[config.mk]
export PLATFORM = sky130hd
export DESIGN_NAME = memory_size_and_page_index_regs
export DESIGN_NICKNAME = d
export VERILOG_FILES = /design/src/logic/memory_size_and_page_index_regs.v /design/src/logic/page_window_decode.v /design/src/logic/ram_layout_decode.v
export VERILOG_INCLUDE_DIRS = /design/src /design/src/logic
export SDC_FILE = /design/constraint.sdc
export NUM_CORES = 1
export LEC_CHECK = 0
export ABC_AREA = 1
export BUFFER_PORTS_ARGS = -buffer_cell sky130_fd_sc_hd__buf_2
export CAP_MARGIN = 20
export CORE_MARGIN = 3
export CORE_UTILIZATION = 34
export DETAILED_ROUTE_END_ITERATION = 7
export PLACE_DENSITY = 0.71
export SKIP_LAST_GASP = 1
export SLEW_MARGIN = 20
export SYNTH_ARGS = -nofsm -noshare
export SYNTH_HDL_FRONTEND = slang
export SYNTH_HIERARCHICAL = 1
export SYNTH_SLANG_ARGS = --single-unit
[constraint.sdc]
create_clock -name core_clk -period 2.4 [get_ports core_clk]
set_clock_uncertainty 0.2 [all_clocks]
set_input_delay 0.24 -clock core_clk [delete_from_list [all_inputs] [get_ports core_clk]]
set_output_delay 0.24 -clock core_clk [all_outputs]
set_load 0.03 [all_outputs]
[src/logic/memory_size_and_page_index_regs_regs.vh]
// Register offsets, field positions and reset values for the memory size and page block
`ifndef MEMORY_SIZE_AND_PAGE_INDEX_REGS_REGS_VH
`define MEMORY_SIZE_AND_PAGE_INDEX_REGS_REGS_VH

// Register offsets within the register block
`define OFS_RESERVED_TEST_A 11'h014
`define OFS_RESERVED_TEST_B 11'h017
`define OFS_MEMORY_ALLOC_VIEW_A 11'h01C
`define OFS_MEMORY_ALLOC_VIEW_B 11'h01D
`define OFS_PROGRAM_WINDOW_PAGE_SELECT 11'h030

// Field positions in memory_alloc_view_a
`define POS_REGISTER_SPACE_ALLOC_BIT 7
`define POS_EEPROM_ALLOC_LSB 4
`define POS_RAM_ALLOC_LSB 0

// Field positions in memory_alloc_view_b
`define POS_PROGRAM_MEMORY_ALLOC_LSB 6
`define POS_PAGING_PARTITION_LSB 0

// Reset values
`define RESET_PAGE_ANY_MODE 6'h00
`define RESET_PAGE_SPECIAL_ONLY 6'h3C
`define RESET_RAM_POSITION 8'h09
`define RESET_READ_DATA 8'h00

// Paged program window
`define WIN_BASE 16'h8000
`define WIN_LAST 16'hBFFF

// First internal page per paging partition code
`define FIRST_INTERNAL_PAGE_00 6'h38
`define FIRST_INTERNAL_PAGE_01 6'h30
`define FIRST_INTERNAL_PAGE_10 6'h20
`define FIRST_INTERNAL_PAGE_11 6'h00

// Allocation sizes
`define SIZE_2K 16'h0800
`define SIZE_4K 16'h1000
`define SIZE_8K 16'h2000
`define SIZE_16K 16'h4000
`define SIZE_1K_REG 12'h400
`define SIZE_2K_REG 12'h800
`define ROM_SIZE_16K 17'h04000
`define ROM_SIZE_48K 17'h0C000
`define ROM_SIZE_64K 17'h10000

`endif

[src/logic/memory_size_and_page_index_regs.v]
// Memory allocation views, reserved test locations and program page index register
//
// How it works
// Both reserved test locations read at any time; writes change nothing.
// View A returns register, EEPROM and RAM switch levels; writes ignored.
// Register space bit reads 1 for 2K, 0 for 1K.
// EEPROM field: 00 none, 01 2K, 10 4K, 11 8K.
// RAM field gives size in 2K steps, 2K up to 16K.
// RAM smaller than its region is placed by the high-align bit.
// RAM reset base follows from position reset value 09.
// Program memory field: 00 none, 01 16K, 10 48K, 11 64K.
// Paging field sets off-chip/on-chip split from 876K/128K to 0K/1M.
// View B returns program memory and paging switches; writes ignored.
// Page index always readable; reset and write right set by integration.
// Page index maps a 16K page into window 8000 to BFFF.
// Page index is an unsigned page number among 64 pages.
// Ordinary bus write reaches the window one cycle later.
// Far call and return read and load the index without the bus.
// Far path load completes before the instruction ends.
// Window access classed external or internal from partition and page.
// Views show present switch levels with no stored copy; the code reads them through the two-stage synchroniser, two cycles late.
// Upper page register bits read zero and ignore writes.
`timescale 1ns/1ps
`include "memory_size_and_page_index_regs_regs.vh"

module memory_size_and_page_index_regs #(
	parameter WRITE_SPECIAL_ONLY = 0,
	parameter ADDR_W = 11
) (
	// Clock and reset
	input wire core_clk,
	input wire nrst,
	// Core register bus
	input wire [ADDR_W-1:0] bus_addr,
	input wire bus_rd,
	input wire bus_wr,
	input wire [7:0] bus_wdata,
	output reg [7:0] bus_rdata_ff,
	output reg bus_rvalid_ff,
	output reg page_write_refused_ff,
	// Operating mode
	input wire special_mode,
	// Integration switches at the core boundary
	input wire register_space_alloc_bit,
	input wire [1:0] eeprom_alloc_field,
	input wire [2:0] ram_alloc_field,
	input wire [1:0] program_memory_alloc_field,
	input wire [1:0] paging_partition_field,
	// Far call and return path
	input wire far_load,
	input wire [5:0] far_page_in,
	output reg [5:0] far_page_ff,
	output reg far_ack_ff,
	// Paged window access
	input wire win_req,
	input wire [15:0] win_addr,
	output reg win_valid_ff,
	output reg win_hit_ff,
	output reg win_external_ff,
	output reg [19:0] win_phys_addr_ff,
	output reg [5:0] window_page_ff,
	// RAM position from the mapping logic
	input wire [7:0] ram_position,
	output reg [15:0] ram_size_ff,
	output reg [15:0] ram_region_ff,
	output reg [15:0] ram_base_ff,
	output reg [15:0] ram_reset_base_ff,
	// Decoded allocations
	output reg [11:0] reg_space_size_ff,
	output reg [15:0] eeprom_size_ff,
	output reg [16:0] program_memory_size_ff,
	output reg [9:0] offchip_kbytes_ff,
	output reg [10:0] onchip_kbytes_ff
);
	localparam SW_W = 10;
	localparam [5:0] PAGE_RESET = (WRITE_SPECIAL_ONLY != 0) ?
		`RESET_PAGE_SPECIAL_ONLY : `RESET_PAGE_ANY_MODE;
	localparam [ADDR_W-1:0] A_TEST_A = `OFS_RESERVED_TEST_A;
	localparam [ADDR_W-1:0] A_TEST_B = `OFS_RESERVED_TEST_B;
	localparam [ADDR_W-1:0] A_VIEW_A = `OFS_MEMORY_ALLOC_VIEW_A;
	localparam [ADDR_W-1:0] A_VIEW_B = `OFS_MEMORY_ALLOC_VIEW_B;
	localparam [ADDR_W-1:0] A_PAGE = `OFS_PROGRAM_WINDOW_PAGE_SELECT;

	// Switch bundle and its two-stage synchroniser
	wire [SW_W-1:0] sw_raw;
	reg [SW_W-1:0] sw_meta_ff;
	reg [SW_W-1:0] sw_sync_ff;
	wire sw_reg;
	wire [1:0] sw_eep;
	wire [2:0] sw_ram;
	wire [1:0] sw_rom;
	wire [1:0] sw_pag;

	// Page index state
	reg [5:0] page_ff;
	reg [5:0] nxt_page;
	wire page_sel;
	wire page_wr_ok;
	wire nxt_page_write_refused;

	// Read path
	reg [7:0] nxt_rdata;
	wire [7:0] view_a;
	wire [7:0] view_b;

	// Decoder results
	wire dec_hit;
	wire dec_external;
	wire [19:0] dec_phys;
	wire [15:0] ram_size_w;
	wire [15:0] ram_region_w;
	wire [15:0] ram_base_w;
	wire [15:0] ram_reset_base_w;
	reg [15:0] nxt_eeprom_size;
	reg [16:0] nxt_rom_size;
	reg [9:0] nxt_offchip;
	reg [10:0] nxt_onchip;
	reg [11:0] nxt_reg_space_size;

	// Straps may arrive from anywhere, so each bit is synchronised
	assign sw_raw = {register_space_alloc_bit, eeprom_alloc_field, ram_alloc_field,
		program_memory_alloc_field, paging_partition_field};

	genvar i;
	generate
		for (i = 0; i < SW_W; i = i + 1) begin : g_sw_sync
			always @(posedge core_clk) begin
				if (!nrst) begin
					sw_meta_ff[i] <= 1'b0;
					sw_sync_ff[i] <= 1'b0;
				end else begin
					sw_meta_ff[i] <= sw_raw[i];
					sw_sync_ff[i] <= sw_meta_ff[i];
				end
			end
		end
	endgenerate

	// Synchronised switch levels, two synchroniser flip-flops behind each view bit
	assign sw_reg = sw_sync_ff[9];
	assign sw_eep = sw_sync_ff[8:7];
	assign sw_ram = sw_sync_ff[6:4];
	assign sw_rom = sw_sync_ff[3:2];
	assign sw_pag = sw_sync_ff[1:0];

	// View A: register bit, EEPROM and RAM fields; gaps read zero
	assign view_a = {sw_reg, 1'b0, sw_eep, 1'b0, sw_ram};

	// View B: program memory field high, paging field low
	assign view_b = {sw_rom, 4'h0, sw_pag};

	// Page register write qualification
	assign page_sel = (bus_addr == A_PAGE);
	assign page_wr_ok = (WRITE_SPECIAL_ONLY == 0) || special_mode;
	assign nxt_page_write_refused = bus_wr && page_sel && !page_wr_ok && !far_load;

	// Far path wins a same-cycle collision; it finishes the instruction
	always @* begin
		nxt_page = page_ff;
		if (far_load) begin
			nxt_page = far_page_in;
		end else if (bus_wr && page_sel && page_wr_ok) begin
			nxt_page = bus_wdata[5:0];
		end
	end

	// Page index register and the copy the window side sees
	always @(posedge core_clk) begin
		if (!nrst) begin
			page_ff <= PAGE_RESET;
			window_page_ff <= PAGE_RESET;
		end else begin
			page_ff <= nxt_page;
			window_page_ff <= nxt_page;
		end
	end

	// Far path copy loads on the same edge, so the ack never leads the data
	always @(posedge core_clk) begin
		if (!nrst) begin
			far_page_ff <= PAGE_RESET;
			far_ack_ff <= 1'b0;
		end else begin
			far_page_ff <= nxt_page;
			far_ack_ff <= far_load;
		end
	end

	// Refused write pulse; a colliding far load hides it
	always @(posedge core_clk) begin
		if (!nrst) begin
			page_write_refused_ff <= 1'b0;
		end else begin
			page_write_refused_ff <= nxt_page_write_refused;
		end
	end

	// Read mux; writes to views and test locations fall through untouched
	always @* begin
		case (bus_addr)
			A_TEST_A: nxt_rdata = 8'h00;
			A_TEST_B: nxt_rdata = 8'h00;
			A_VIEW_A: nxt_rdata = view_a;
			A_VIEW_B: nxt_rdata = view_b;
			A_PAGE: nxt_rdata = {2'b00, page_ff};
			default: nxt_rdata = `RESET_READ_DATA;
		endcase
	end

	// Read data stands until the next read
	always @(posedge core_clk) begin
		if (!nrst) begin
			bus_rdata_ff <= `RESET_READ_DATA;
			bus_rvalid_ff <= 1'b0;
		end else begin
			bus_rvalid_ff <= bus_rd;
			if (bus_rd) begin
				bus_rdata_ff <= nxt_rdata;
			end
		end
	end

	// Window decode uses the index already in force
	page_window_decode u_window (
		.cpu_addr(win_addr),
		.page(page_ff),
		.paging_partition_field(sw_pag),
		.win_hit(dec_hit),
		.win_external(dec_external),
		.phys_addr(dec_phys)
	);

	// Window result, one cycle behind the request
	always @(posedge core_clk) begin
		if (!nrst) begin
			win_valid_ff <= 1'b0;
			win_hit_ff <= 1'b0;
			win_external_ff <= 1'b0;
			win_phys_addr_ff <= 20'h00000;
		end else begin
			win_valid_ff <= win_req;
			win_hit_ff <= win_req && dec_hit;
			win_external_ff <= win_req && dec_external;
			win_phys_addr_ff <= dec_phys;
		end
	end

	// Live RAM layout from the current position value
	ram_layout_decode u_ram_live (
		.ram_alloc_field(sw_ram),
		.ram_position(ram_position),
		.ram_size(ram_size_w),
		.ram_region(ram_region_w),
		.ram_base(ram_base_w)
	);

	// Reset layout from the position register's reset value
	ram_layout_decode u_ram_reset (
		.ram_alloc_field(sw_ram),
		.ram_position(`RESET_RAM_POSITION),
		.ram_size(),
		.ram_region(),
		.ram_base(ram_reset_base_w)
	);

	// Register space size from its single strap bit
	always @* begin
		case (sw_reg)
			1'b1: nxt_reg_space_size = `SIZE_2K_REG;
			default: nxt_reg_space_size = `SIZE_1K_REG;
		endcase
	end

	// EEPROM allocation size
	always @* begin
		case (sw_eep)
			2'b00: nxt_eeprom_size = 16'h0000;
			2'b01: nxt_eeprom_size = `SIZE_2K;
			2'b10: nxt_eeprom_size = `SIZE_4K;
			default: nxt_eeprom_size = `SIZE_8K;
		endcase
	end

	// Program memory allocation size
	always @* begin
		case (sw_rom)
			2'b00: nxt_rom_size = 17'h00000;
			2'b01: nxt_rom_size = `ROM_SIZE_16K;
			2'b10: nxt_rom_size = `ROM_SIZE_48K;
			default: nxt_rom_size = `ROM_SIZE_64K;
		endcase
	end

	// Off-chip and on-chip split in kilobytes, figures kept as printed
	always @* begin
		case (sw_pag)
			2'b00: begin
				nxt_offchip = 10'd876;
				nxt_onchip = 11'd128;
			end
			2'b01: begin
				nxt_offchip = 10'd768;
				nxt_onchip = 11'd256;
			end
			2'b10: begin
				nxt_offchip = 10'd512;
				nxt_onchip = 11'd512;
			end
			default: begin
				nxt_offchip = 10'd0;
				nxt_onchip = 11'd1024;
			end
		endcase
	end

	// Decoded strap sizes registered so every output leaves a flip-flop
	always @(posedge core_clk) begin
		if (!nrst) begin
			reg_space_size_ff <= `SIZE_1K_REG;
			eeprom_size_ff <= 16'h0000;
			program_memory_size_ff <= 17'h00000;
			offchip_kbytes_ff <= 10'd0;
			onchip_kbytes_ff <= 11'd0;
		end else begin
			reg_space_size_ff <= nxt_reg_space_size;
			eeprom_size_ff <= nxt_eeprom_size;
			program_memory_size_ff <= nxt_rom_size;
			offchip_kbytes_ff <= nxt_offchip;
			onchip_kbytes_ff <= nxt_onchip;
		end
	end

	// RAM layout lags a position change by one cycle, like the size outputs
	always @(posedge core_clk) begin
		if (!nrst) begin
			ram_size_ff <= 16'h0000;
			ram_region_ff <= 16'h0000;
			ram_base_ff <= 16'h0000;
			ram_reset_base_ff <= 16'h0000;
		end else begin
			ram_size_ff <= ram_size_w;
			ram_region_ff <= ram_region_w;
			ram_base_ff <= ram_base_w;
			ram_reset_base_ff <= ram_reset_base_w;
		end
	end
endmodule // memory_size_and_page_index_regs

[src/logic/page_window_decode.v]
// Paged program window hit, internal/external class and physical address
`timescale 1ns/1ps
`include "memory_size_and_page_index_regs_regs.vh"

module page_window_decode (
	// Access
	input wire [15:0] cpu_addr,
	input wire [5:0] page,
	input wire [1:0] paging_partition_field,
	// Result
	output wire win_hit,
	output wire win_external,
	output wire [19:0] phys_addr
);
	reg [5:0] first_internal;

	// Window covers 16K bytes from the window base
	assign win_hit = (cpu_addr >= `WIN_BASE) && (cpu_addr <= `WIN_LAST);

	// Page number is the plain binary index, 64 pages of 16K
	assign phys_addr = {page, cpu_addr[13:0]};

	// Lowest page that lands on chip for each partition
	always @* begin
		case (paging_partition_field)
			2'b00: first_internal = `FIRST_INTERNAL_PAGE_00;
			2'b01: first_internal = `FIRST_INTERNAL_PAGE_01;
			2'b10: first_internal = `FIRST_INTERNAL_PAGE_10;
			default: first_internal = `FIRST_INTERNAL_PAGE_11;
		endcase
	end

	// Code 11 gives no external pages at all
	assign win_external = win_hit && (page < first_internal);
endmodule // page_window_decode

[src/logic/ram_layout_decode.v]
// RAM allocated size, mappable region and base address from allocation code
`timescale 1ns/1ps
`include "memory_size_and_page_index_regs_regs.vh"

module ram_layout_decode (
	// Configuration
	input wire [2:0] ram_alloc_field,
	input wire [7:0] ram_position,
	// Result
	output wire [15:0] ram_size,
	output reg [15:0] ram_region,
	output wire [15:0] ram_base
);
	reg [15:0] region_mask;
	wire [3:0] steps;
	wire [15:0] region_base;
	wire [15:0] high_gap;

	// Size grows in 2K steps, code 000 is 2K
	assign steps = {1'b0, ram_alloc_field} + 4'h1;
	assign ram_size = {1'b0, steps, 11'h000};

	// Mappable region and the position bits it keeps
	always @* begin
		case (ram_alloc_field)
			3'b000: begin
				ram_region = `SIZE_2K;
				region_mask = 16'hF800;
			end
			3'b001: begin
				ram_region = `SIZE_4K;
				region_mask = 16'hF000;
			end
			3'b010, 3'b011: begin
				ram_region = `SIZE_8K;
				region_mask = 16'hE000;
			end
			default: begin
				ram_region = `SIZE_16K;
				region_mask = 16'hC000;
			end
		endcase
	end

	// Partial RAM sits at the top of its region when high-aligned
	assign region_base = {ram_position[7:3], 11'h000} & region_mask;
	assign high_gap = ram_position[0] ? (ram_region - ram_size) : 16'h0000;
	assign ram_base = region_base + high_gap;
endmodule // ram_layout_decode

* Word level (Yosys, flattened, before mapping)
Index checks and enable logic that the tools add are counted.
** Cells by class
- Reduce and logical (&&, ||, !) cells :: 11
- Eq/ne operators :: 12
- Mux-type cells :: 12
- $add $sub $neg :: 4
- $lt $le $gt $ge :: 3
- Bitwise logic cells :: 1
** Operators with widths (count)
- one-hot mux 14 bit (3 select lines) :: 2
- one-hot mux 17 bit (3 select lines) :: 1
- one-hot mux 15 bit (3 select lines) :: 1
- one-hot mux 11 bit (3 select lines) :: 1
- one-hot mux 10 bit (3 select lines) :: 1
- one-hot mux 8 bit (3 select lines) :: 1
- == test 11 x 5 -> 1 bit (second input constant) :: 2
- one-hot mux 6 bit (3 select lines) :: 1
- adder 12 x 16 -> 16 bit :: 1
- adder 16 bit :: 1
- bitwise AND 16 bit :: 1
- greater-or-equal comparator 16 bit (second input constant) :: 1
- less-or-equal comparator 16 bit (second input constant) :: 1
- two-way mux 16 bit :: 1
- subtractor 16 x 15 -> 16 bit :: 1
- two-way mux 12 bit :: 1
- two-way mux 6 bit :: 2
- == test 11 x 6 -> 1 bit (second input constant) :: 1
- == test 2 x 1 -> 1 bit (second input constant) :: 3
- == test 2 bit (second input constant) :: 3
- == test 3 x 2 -> 1 bit (second input constant) :: 2
- logical NOT 2 bit :: 3
- < comparator 6 bit :: 1
- logical AND 1 bit :: 5
- other kinds (5) :: 5
** Storage, ports and cells
- Bits of input ports :: 66
- Register bits after elaboration :: 189
- Logic and storage cells :: 81
- Output and inout bits :: 176

* Logic depth before layout (Yosys ltp)
Gate-level depths: netlist of run 1.
- Word-level depth :: 6
- Mapped depth :: 15
- Gate-level depth less buffers :: 15

* Modules after synthesis
Netlist of run 1, hierarchy kept.
** By module, submodules not included
- memory_size_and_page_index_regs :: cells each 575, sequential area each 2742.6 um2, area each 4759.6 um2, times used 1
- ram_layout_decode :: cells each 100, sequential area each 0.0 um2, area each 668.1 um2, times used 2
- page_window_decode :: cells each 37, sequential area each 0.0 um2, area each 235.2 um2, times used 1

* Least setup slack after synthesis of run 1
OpenSTA, ideal clock, no wires.
- Path kind :: register to register
- Start :: reg sw_sync_ff[4] (netlist: sw_ram[0])
- End :: reg ram_base_ff[15]
- Cell stages (with the launch flop) :: 15
- Buffers on the path :: 0
- Setup slack :: -0.043 ns
- Clock period less this slack :: 2.443 ns
- Arrival time :: 2.133 ns
- Data required time :: 2.090 ns
- Setup time :: 0.110 ns
- Cell sequence :: dfxtp_1 inv_1 ha_1 inv_1 nor2_1 inv_1 ha_1 nor2_1 ha_1 fa_1 nand3_1 nand2_1 xor2_1 nand2_1 inv_1
** Between the ends
- Elaborated cells on any way between the ends :: 12
- Classes of those cells :: add/sub: 3; eq/ne: 3; mux: 3; bitwise: 1; reduce/logical: 2
** RTL lines
- start, declared :: line memory_size_and_page_index_regs.v:87 : reg [SW_W-1:0] sw_sync_ff;
- start signal, assigned by index :: line memory_size_and_page_index_regs.v:133 : sw_sync_ff[i] <= sw_meta_ff[i];
- adder 3 x 1 -> 4 bit :: line ram_layout_decode.v:20 : assign steps = {1'b0, ram_alloc_field} + 4'h1;
- via ram_size_w[11] :: line memory_size_and_page_index_regs.v:110 : wire [15:0] ram_size_w;
- subtractor 16 x 15 -> 16 bit :: line ram_layout_decode.v:47 : assign high_gap = ram_position[0] ? (ram_region - ram_size) : 16'h0000;
- two-way mux 16 bit :: line ram_layout_decode.v:47
- adder 16 bit :: line ram_layout_decode.v:48 : assign ram_base = region_base + high_gap;
- via ram_base_w[15] :: line memory_size_and_page_index_regs.v:112 : wire [15:0] ram_base_w;
- end signal, assigned :: line memory_size_and_page_index_regs.v:343 : ram_base_ff <= ram_base_w;
- end, declared :: line memory_size_and_page_index_regs.v:66 : output reg [15:0] ram_base_ff,
The timed path passes the listed nets, and every way through them passes these cells.
A chain may end at the register's enable or synchronous reset.

* Worst setup path after layout of run 1
- Start :: in far_load
- End :: reg far_page_ff[5]
** Between the ends
- Word-level cells in the longest chain between the ends :: 1
- Elaborated cells on any way between the ends :: 2
- Classes of those cells :: mux: 1; reduce/logical: 1
** RTL lines
- start, declared :: line memory_size_and_page_index_regs.v:50 : input wire far_load,
- two-way mux 6 bit / nonzero test 2 bit (equally long branches)
- end signal, assigned :: line memory_size_and_page_index_regs.v:184 : far_page_ff <= nxt_page;
- end, declared :: line memory_size_and_page_index_regs.v:52 : output reg [5:0] far_page_ff,
Parallel ways exist; a longest one is shown, timed or not.

==> results.md, run 1 <==
- Outcome: finished with violations
- Violated checks: negative setup slack
- Leakage: about 5.1 nW
- Final nets: roughly 1100
- Worst vdd ir: ~460 µV
- Net switching fraction of the power: roughly 28%
- Critical Path Sink Type: register
- Final Util: 46.9%
- Area delta synth->final: 33.3%
- Via Count: 4898
- Post-Synthesis Cells: about 800
- Vias per cell: between 3 and 4
- WP data required: around 2500 ps
- CP arrival: around 2500 ps
- Max-Cap Viols: 0
- Clk slew on worst S/H paths: roughly 60 ps
- Total CTS buffers: 17
- Number of antenna violations at the first check in global routing: 1
- DRT antenna net count: 0
- Number of port buffers: ~190
- Slowest stage delay, CP: 580 ps
- Cell Chain, Critical Path: dlygate4sd3_1 -> buf_6 -> clkinv_8 -> nand2_1 -> nand2_1 -> dlygate4sd3_1 -> nand2_1 -> a21oi_1 -> dlygate4sd3_1
- Core area: roughly 17000 µm²
- First-pass GRT wire length: 21900 µm
- Hold Crit Class: primary input to register
- Max reg flops: 20
- Starting Density: a little over a third
- Fillers: ~1600
- Routed wire length: about 14000 µm
- Post-place setup slack: -56.3 ps
- Overall power: slightly below 0.006 W
- Clock share of power: between 40% and 50%
- Synthesized area: between 6000 and 7000 µm²
- Chip width: 140 µm
- Pre-antenna DRT Iters: 4
- Slowest CP cell: dlygate4sd3_1
- Register area: roughly 2800 µm²
- CTS sink cnt: between 100 and 150
- Synth warn: 6
- Design area: around 8200 µm²
- Final hold vios: 0
- Detailed Place HPWL: approximately 9400 µm
- Final min period: between 2000 and 2500 ps
- Share of layout cells above drive strength 1: between 20% and 30%
- Setup crit start kind: primary input
- Multi-input gate area: approximately 2200 µm²
- GR Util All Layers: 13.9%
- Max Root-Sink Buffers: 2
- IO Count: approximately 240
- Comb power frac: between 15 and 20%
- Iter 0 DRT Violations: between 150 and 200
- DRC errors left: 0
- Dpl cell area: approximately 6900 µm²
- Worst-path maximum fanout: 14
- Largest net degree at the start of global routing: 65
- RD Place Congestion: between 0.7 and 0.8
- Unrepaired setup endpoints after global routing: true
- Max-slew violations: 0
- CTS tree: built
- Row count: 48
- Critical path class: primary input to register
- Final Setup Violations: 1
- Dpl cells: approximately 1200
- WP buf/inv: 5
- Root Driver: clkbuf_16
- CP top delay family: buffers and inverters
- FMAX: around 420 MHz
- P_sw: 0.00164 W
- H-tree Lvls: 4
- Non-filler cells, final: around 1300
- Die height: roughly 140 µm
- Final worst-path cycle share: 100%
- Largest register by flop count: win_phys_addr_ff
- GR Overflow Total: 0
- Vias in the first global route: approximately 4600
- Setup ws final: -1.02 ps
- Seq pwr share: 41.3%
- Wirelength per Cell: ~11 µm
- Pint: 0.00427 W
- Power Dens Cells: 722 nW/µm²
- Clk Latency, worst-skew pair: 410 ps
- Die Area: approximately 20000 µm²
- Synthesized area per cell: 7.81 µm²
layer usage:
layer	part of all wire, %	vias to the layer above	GRT usage (%)
met3	7.0	41	4.47
li1	-	2549	-
met1	41	2121	15.5
met5	0	-	0
met2	49	187	23.7
met4	3.5	0	7.29
power by group through the flow:
stage	registers, W	logic, W	clock network [W]
3_5_place_dp	0.00249	0.000865	0
4_1_cts	0.00244	0.000947	0.00257
5_1_grt	0.00245	0.00107	0.00268
6_report	0.00244	0.000983	0.00249
2_1_floorplan	0.00270	0.000555	0
3_3_place_gp	0.00249	0.000854	0
tightest hold or removal path, cell delays in order:
cell	delay [ps]
buf_2	70
or2_0	140
inv_1	50
inv_1	50
nor2_1	40
final timing paths:
path	startpoint	endpoint	slack, ps	depth (start not counted)
worst min-delay path	win_addr[14]	win_hit_ff	20	5
worst min register to register	sw_meta_ff[8]	sw_eep[1]	210	2
worst max register to register	sw_ram[0]	ram_reset_base_ff[15]	20	14
worst max-delay path	far_load	far_page_ff[5]	-1	9
cell type report:
class,count,share of cell area [%]
inverters,165,7.71
flip-flops and latches,137,33.6
clock buffers,23,5.59
well taps,225,3.44
clock inverters,8,1.19
repair buffers,267,21.1
multi-input cells,441,27.4
diodes,1,0.0305
per-stage QoR:
step / hold slack, ps / setup TNS (ps)
4_1_cts: 4.97 / -10.2
6_report: 22.1 / -1.02
3_5_place_dp: 198 / -103
3_3_place_gp: 197 / -5.76
5_1_grt: 33.9 / -686
2_1_floorplan: 138 / -12.4
what timing repair did:
item / 4_1_cts / 5_1_grt
setup endpoints to repair: 3 / 10
setup buffers: 0 / 4
hold buffers: 59 / 0
pin swaps: 3 / 13
resized for setup: 5 / 37
endpoints found under the hold margin: 49 / 0
cell usage in the layout, fill, tap and decap left out, types with 4 or more instances in the layout:
cell type / instances
buf_4: 18
buf_6: 4
nand4_1: 4
nor2_4: 5
nor3_1: 5
ha_2: 4
dfxtp_1: 135
nand3_1: 25
buf_2: 185
nand2_1: 184
a21oi_1: 20
nand2_2: 6
xor2_1: 8
inv_2: 10
ha_4: 4
nor2_1: 30
ha_1: 18
dlygate4sd3_1: 58
clkbuf_1: 5
clkbuf_16: 17
clkinv_2: 4
inv_1: 154
conb_1: 103
Note: power is estimated with default switching activity, not from simulation.
==> run 2, diff against run 1 <==
BUFFER_PORTS_ARGS = -buffer_cell sky130_fd_sc_hd__buf_4   (was -buffer_cell sky130_fd_sc_hd__buf_2)
==> run 2 against run 1 <==
Net effect: the flow still finishes with violations (negative setup slack); core utilization is 3.1 points higher; highest routed layer unchanged; critical endpoint is now ram_base_ff[15]; via count is 0.24% lower; setup slack worse by 3.2 ps; count of clock-buffer cells in the layout fell by 6; first-iteration DRC count fell by 1.0%; largest cell class unchanged; global-route usage decreased by 0.11 points.
==> results.md, run 2 (synthesis gave the netlist of run 1 again) <==
- Outcome: finished with violations
- Violated checks: negative setup slack
- Starting Density: a little over a third
- Area delta synth->final: 42.2%
- Hold Crit Class: primary input to register
- CP arrival: between 2000 and 3000 ps
- GR Util All Layers: between 10% and 20%
- CTS sink cnt: roughly 140
- Detailed Place HPWL: just under 10000 µm
- Clk slew on worst S/H paths: approximately 60 ps
- Final nets: 1113
- Clk Latency, worst-skew pair: around 420 ps
- Core area: 17500 µm²
- Vias in the first global route: 4549
- CP top delay family: adder cells
- Final min period: 2400 ps
- Setup ws final: -4.24 ps
- Most frequent cells in the layout: 208 x buf_4, 181 x nand2_1, 149 x inv_1
- Critical Path Sink Type: register
- First-pass GRT wire length: around 22000 µm
- Root Driver: clkbuf_16
- GR Overflow Total: 0
- Max-Cap Viols: 0
- WP data required: roughly 2500 ps
- FMAX: about 420 MHz
- IO Count: between 200 and 250
- Critical path class: register to register
- Routed wire length: about 14000 µm
- Worst-path maximum fanout: 8
- Largest register by flop count: win_phys_addr_ff
- Final Util: 50.0%
- DRT antenna net count: 0
- Total CTS buffers: 17
- RD Place Congestion: 0.801
- Die Area: between 15000 and 20000 µm²
- Dpl cell area: approximately 7400 µm²
- DRC errors left: 0
- Power Dens Cells: 710 nW/µm²
- Die height: about 140 µm
- CTS tree: built
- Design area: approximately 8700 µm²
- Iter 0 DRT Violations: ~190
- Vias per cell: 3.89
- Fillers: 1597
- Antenna Cells: 0
- H-tree Lvls: 4
- Post-place setup slack: -70.8 ps
- Via Count: approximately 4900
- Final Setup Violations: 1
- Pre-antenna DRT Iters: 4
- Unrepaired setup endpoints after global routing: true
- WP buf/inv: 2
- Max reg flops: 20
- Cell Chain, Critical Path: buf_6 -> ha_2 -> ha_4 -> a21oi_4 -> nand3_2 -> nand3_2 -> nand2_2 -> nor2_4 -> ha_4 -> a21oi_2 -> nand2_2 -> xor2_1 -> nand2_1 -> inv_1
- Largest net degree at the start of global routing: 55
- Row count: 48
- Slowest CP cell: dfxtp_4
- Wirelength per Cell: between 10 and 15 µm
- Number of port buffers: between 150 and 200
- Share of layout cells above drive strength 1: between 30 and 40%
- Slowest stage delay, CP: 360 ps
- Number of antenna violations at the first check in global routing: 0
- Setup crit start kind: register
- Final hold vios: 0
- Chip width: between 100 and 150 µm
- Worst vdd ir: roughly 480 µV
- Max Root-Sink Buffers: 2
- Commonest non-fill, non-tap cell in the layout: buf_4
- Final worst-path cycle share: 100%
- Leakage: ~5.2 nW
- Max-slew violations: 0
run 2: cell count changes in the layout (fill, tap and decap cells not counted), sizes merged:
cell / previous run / this run
buf: 209 / 214
bufinv: 2 / 3
clkbuf: 23 / 17
clkinv: 7 / 4
clkinvlp: 0 / 5
diode: 1 / 0
dlygate4sd3: 58 / 43
inv: 164 / 168
run 2: cell type report:
class | count | area (µm²) | area share (%)
multi-input cells | 441 | 2400 | 27.5
repair buffers | 257 | 2080 | 23.8
clock buffers | 17 | 425 | 4.87
clock inverters | 15 | 174 | 1.99
well taps | 225 | 282 | 3.22
flip-flops and latches | 137 | 2750 | 31.5
inverters | 165 | 629 | 7.20
run 2: worst reg2reg max path, stage by stage, from the launching register on:
cell and delay, ps:
dfxtp_4 360, buf_6 140, ha_2 190, ha_4 170
a21oi_4 130, nand3_2 120, nand3_2 100, nand2_2 70
nor2_4 130, ha_4 220, a21oi_2 140, nand2_2 60
xor2_1 150, nand2_1 70, inv_1 30
run 2: what timing repair did:
item                                    CTS  global route
pin swaps                                 4            22
endpoints found under the setup margin    3             7
gates resized for setup                  15            58
buffers inserted                          1             7
endpoints found under the hold margin    48             0
hold buffers                             43             0
run 2: final timing paths:
path	depth (start not counted)	start	to	slack [ps]
min	5	win_addr[14]	win_hit_ff	20
max	14	sw_ram[1]	ram_base_ff[15]	-4
max reg2reg	14	sw_ram[1]	ram_base_ff[15]	-4
min reg2reg	2	sw_meta_ff[1]	sw_pag[1]	210
run 2: per-layer routing:
| metal | vias up | GRT usage [%] | wire (µm) | share of wire, % |
|---|---|---|---|---|
| met5 | - | 0 | 0 | 0 |
| met1 | 2143 | 15.8 | 5740 | 40 |
| met2 | 182 | 23.7 | 7170 | 50 |
| met3 | 27 | 3.79 | 993 | 7.0 |
| li1 | 2534 | - | - | - |
| met4 | 0 | 6.83 | 330 | 2.3 |
run 2: per-stage QoR:
stage	hold WS, ps	TNS, ps	power [W]	instances
2_1_floorplan	138	-12.4	0.00326	886
3_3_place_gp	197	-8.07	0.00344	1174
3_5_place_dp	197	-164	0.00346	1174
4_1_cts	12.5	0	0.00620	1250
5_1_grt	69.4	-316	0.00649	1257
6_report	21.9	-4.24	0.00620	1257
run 2: power breakdown:
group	internal, W	switching, W
clock	0.00163	0.00101
sequential	0.00240	0.0000502
combinational	0.000433	0.000678
total	0.00446	0.00174
==> run 3, diff against run 2 <==
CELL_PAD_IN_SITES_DETAIL_PLACEMENT = 1   (was default)
CELL_PAD_IN_SITES_GLOBAL_PLACEMENT = 2   (was default)
CORE_UTILIZATION = 25   (was 34)
PLACE_DENSITY = 0.81   (was 0.71)
==> run 3 against run 2 <==
Net effect: the flow still finishes with violations (negative setup slack); largest power group unchanged; combinational power about the same; global-route usage down 1.7 points; via count up 1.6%; critical endpoint unchanged; count of clock-buffer cells in the layout up 2; clock power up 11%; flip-flop and latch count unchanged; cell area up 2.8%; routed wire length up 14%.
==> results.md, run 3 (synthesis gave the netlist of run 1 again) <==
- Clk slew on worst S/H paths: about 60 ps
- Chip width: roughly 160 µm
- Hold path startpoint: bus_wdata[0]
- Largest register by flop count: win_phys_addr_ff
- Final Setup Violations: 1
- Worst r2r src: sw_ram[0]
- Number of port buffers: about 190
- Clk Latency, worst-skew pair: 420 ps
- GR Overflow Total: 0
- Vias in the first global route: between 5000 and 6000
- Worst vdd ir: around 350 µV
- Critical path class: register to register
- Final nets: 1125
- Area delta synth->final: 46.2%
- Number of antenna violations at the first check in global routing: 1
- Starting Density: between 20% and 30%
- Unrepaired setup endpoints after global routing: true
- Iter 0 DRT Violations: ~120
- Die height: about 160 µm
- Max-Cap Viols: 0
- Vias per cell: around 3.6
- Routed wire length: between 15000 and 20000 µm
- Register area: approximately 2800 µm²
- Final min period: 2440 ps
- Setup crit start kind: register
- Largest net degree at the start of global routing: 53
- CTS tree: built
- Hold Crit Class: primary input to register
- GR Util All Layers: around 12%
- Final hold vios: 0
- First-pass GRT wire length: about 25000 µm
- Core area: between 20000 and 25000 µm²
- Final worst-path cycle share: 102%
- Violated checks: negative setup slack
- Via Count: slightly below 5000
- Antenna Cells: 0
- IO Count: 242
- Commonest non-fill, non-tap cell in the layout: buf_4
- H-tree Lvls: 4
- Worst-path maximum fanout: 6
- Pre-antenna DRT Iters: 4
- RD Place Congestion: 0.718
- Outcome: finished with violations
- Max-slew violations: 0
- Setup ws final: -36.8 ps
- Die Area: around 27000 µm²
- DRC errors left: 0
- CP arrival: around 2500 ps
- Root Driver: clkbuf_16
- Critical Path Sink Type: register
- DRT antenna net count: 0
- WP data required: between 2000 and 3000 ps
- Multi-input gate area: between 2000 and 2500 µm²
- Final Util: between 30% and 40%
- Worst Setup SP: sw_ram[0]
- Max Root-Sink Buffers: 2
- Max reg flops: 20
- Most frequent cells in the layout: 218 x buf_4, 182 x nand2_1, 150 x inv_1
- Detailed Place HPWL: 11500 µm
- CTS sink cnt: between 100 and 150
- Fillers: 2903
- Total CTS buffers: 17
- Power Dens Cells: 725 nW/µm²
- Overall power: 0.00651 W
- Row count: between 50 and 60
- FMAX: a little over 400 MHz
- Leakage: around 5.2 nW
- Share of layout cells above drive strength 1: between 30% and 40%
- Wirelength per Cell: between 10 and 15 µm
==> run 3: worst paths after layout <==
kind                          end  slack [ps]  depth (start not counted)
setup / recovery  ram_base_ff[15]         -40                         15
hold / removal     far_page_ff[0]          20                          5
setup reg to reg  ram_base_ff[15]         -40                         15
hold reg to reg         sw_ram[2]         210                          2
==> run 3: final cells by class <==
type | count | share of cell area, %
flip-flops and latches | 137 | 30.6
multi-input cells | 441 | 26.5
repair buffers | 269 | 24.1
inverters | 165 | 7.00
clock buffers | 19 | 4.93
well taps | 319 | 4.44
clock inverters | 13 | 2.39
==> run 3: what timing repair did <==
item,4_1_cts,5_1_grt
gates resized for setup,20,53
pin swaps,10,24
setup buffers,0,8
endpoints found under the setup margin,5,8
endpoints found under the hold margin,47,0
hold buffers,44,0
==> run 3: critical path, stage by stage (launching register included) <==
cell	delay (ps)
dfxtp_4	370
buf_6	120
ha_4	150
ha_4	160
a21oi_4	140
nand2_2	90
nand2_2	90
nand3_2	70
nand2_1	70
nor2_1	50
ha_1	330
a21oi_2	150
nand2_1	70
xor2_1	150
nand2_1	70
inv_1	30
==> run 3: where the power goes <==
part | total, W | internal (W) | leakage, nW | switching [W]
logic | 0.00113 | 0.000444 | 3.80 | 0.000683
registers | 0.00245 | 0.00239 | 1.14 | 0.0000520
clock network | 0.00294 | 0.00188 | 0.307 | 0.00106
total | 0.00651 | 0.00472 | 5.24 | 0.00179
==> run 3: stage by stage <==
step / instance area (µm²) / cells / hold slack [ps] / worst slack [ps] / setup TNS (ps)
final: 8990 / 1363 / 15.8 / -36.8 / -36.8
after global routing: 8990 / 1363 / 33.5 / -197 / -649
after CTS: 8710 / 1355 / 4.18 / -37.7 / -70.6
after detailed placement: 7540 / 1279 / 201 / -107 / -373
after global placement: 7540 / 1279 / 197 / -52.5 / -156
after floorplan: 6520 / 886 / 138 / -12.4 / -12.4
==> run 3: per-layer routing <==
layer | routed length [µm] | vias to the layer above | GRT usage (%)
li1 | - | 2548 | -
met1 | 6720 | 2237 | 14.0
met2 | 8040 | 160 | 21.0
met3 | 1180 | 17 | 3.99
met4 | 255 | 2 | 4.34
met5 | 20 | - | 0
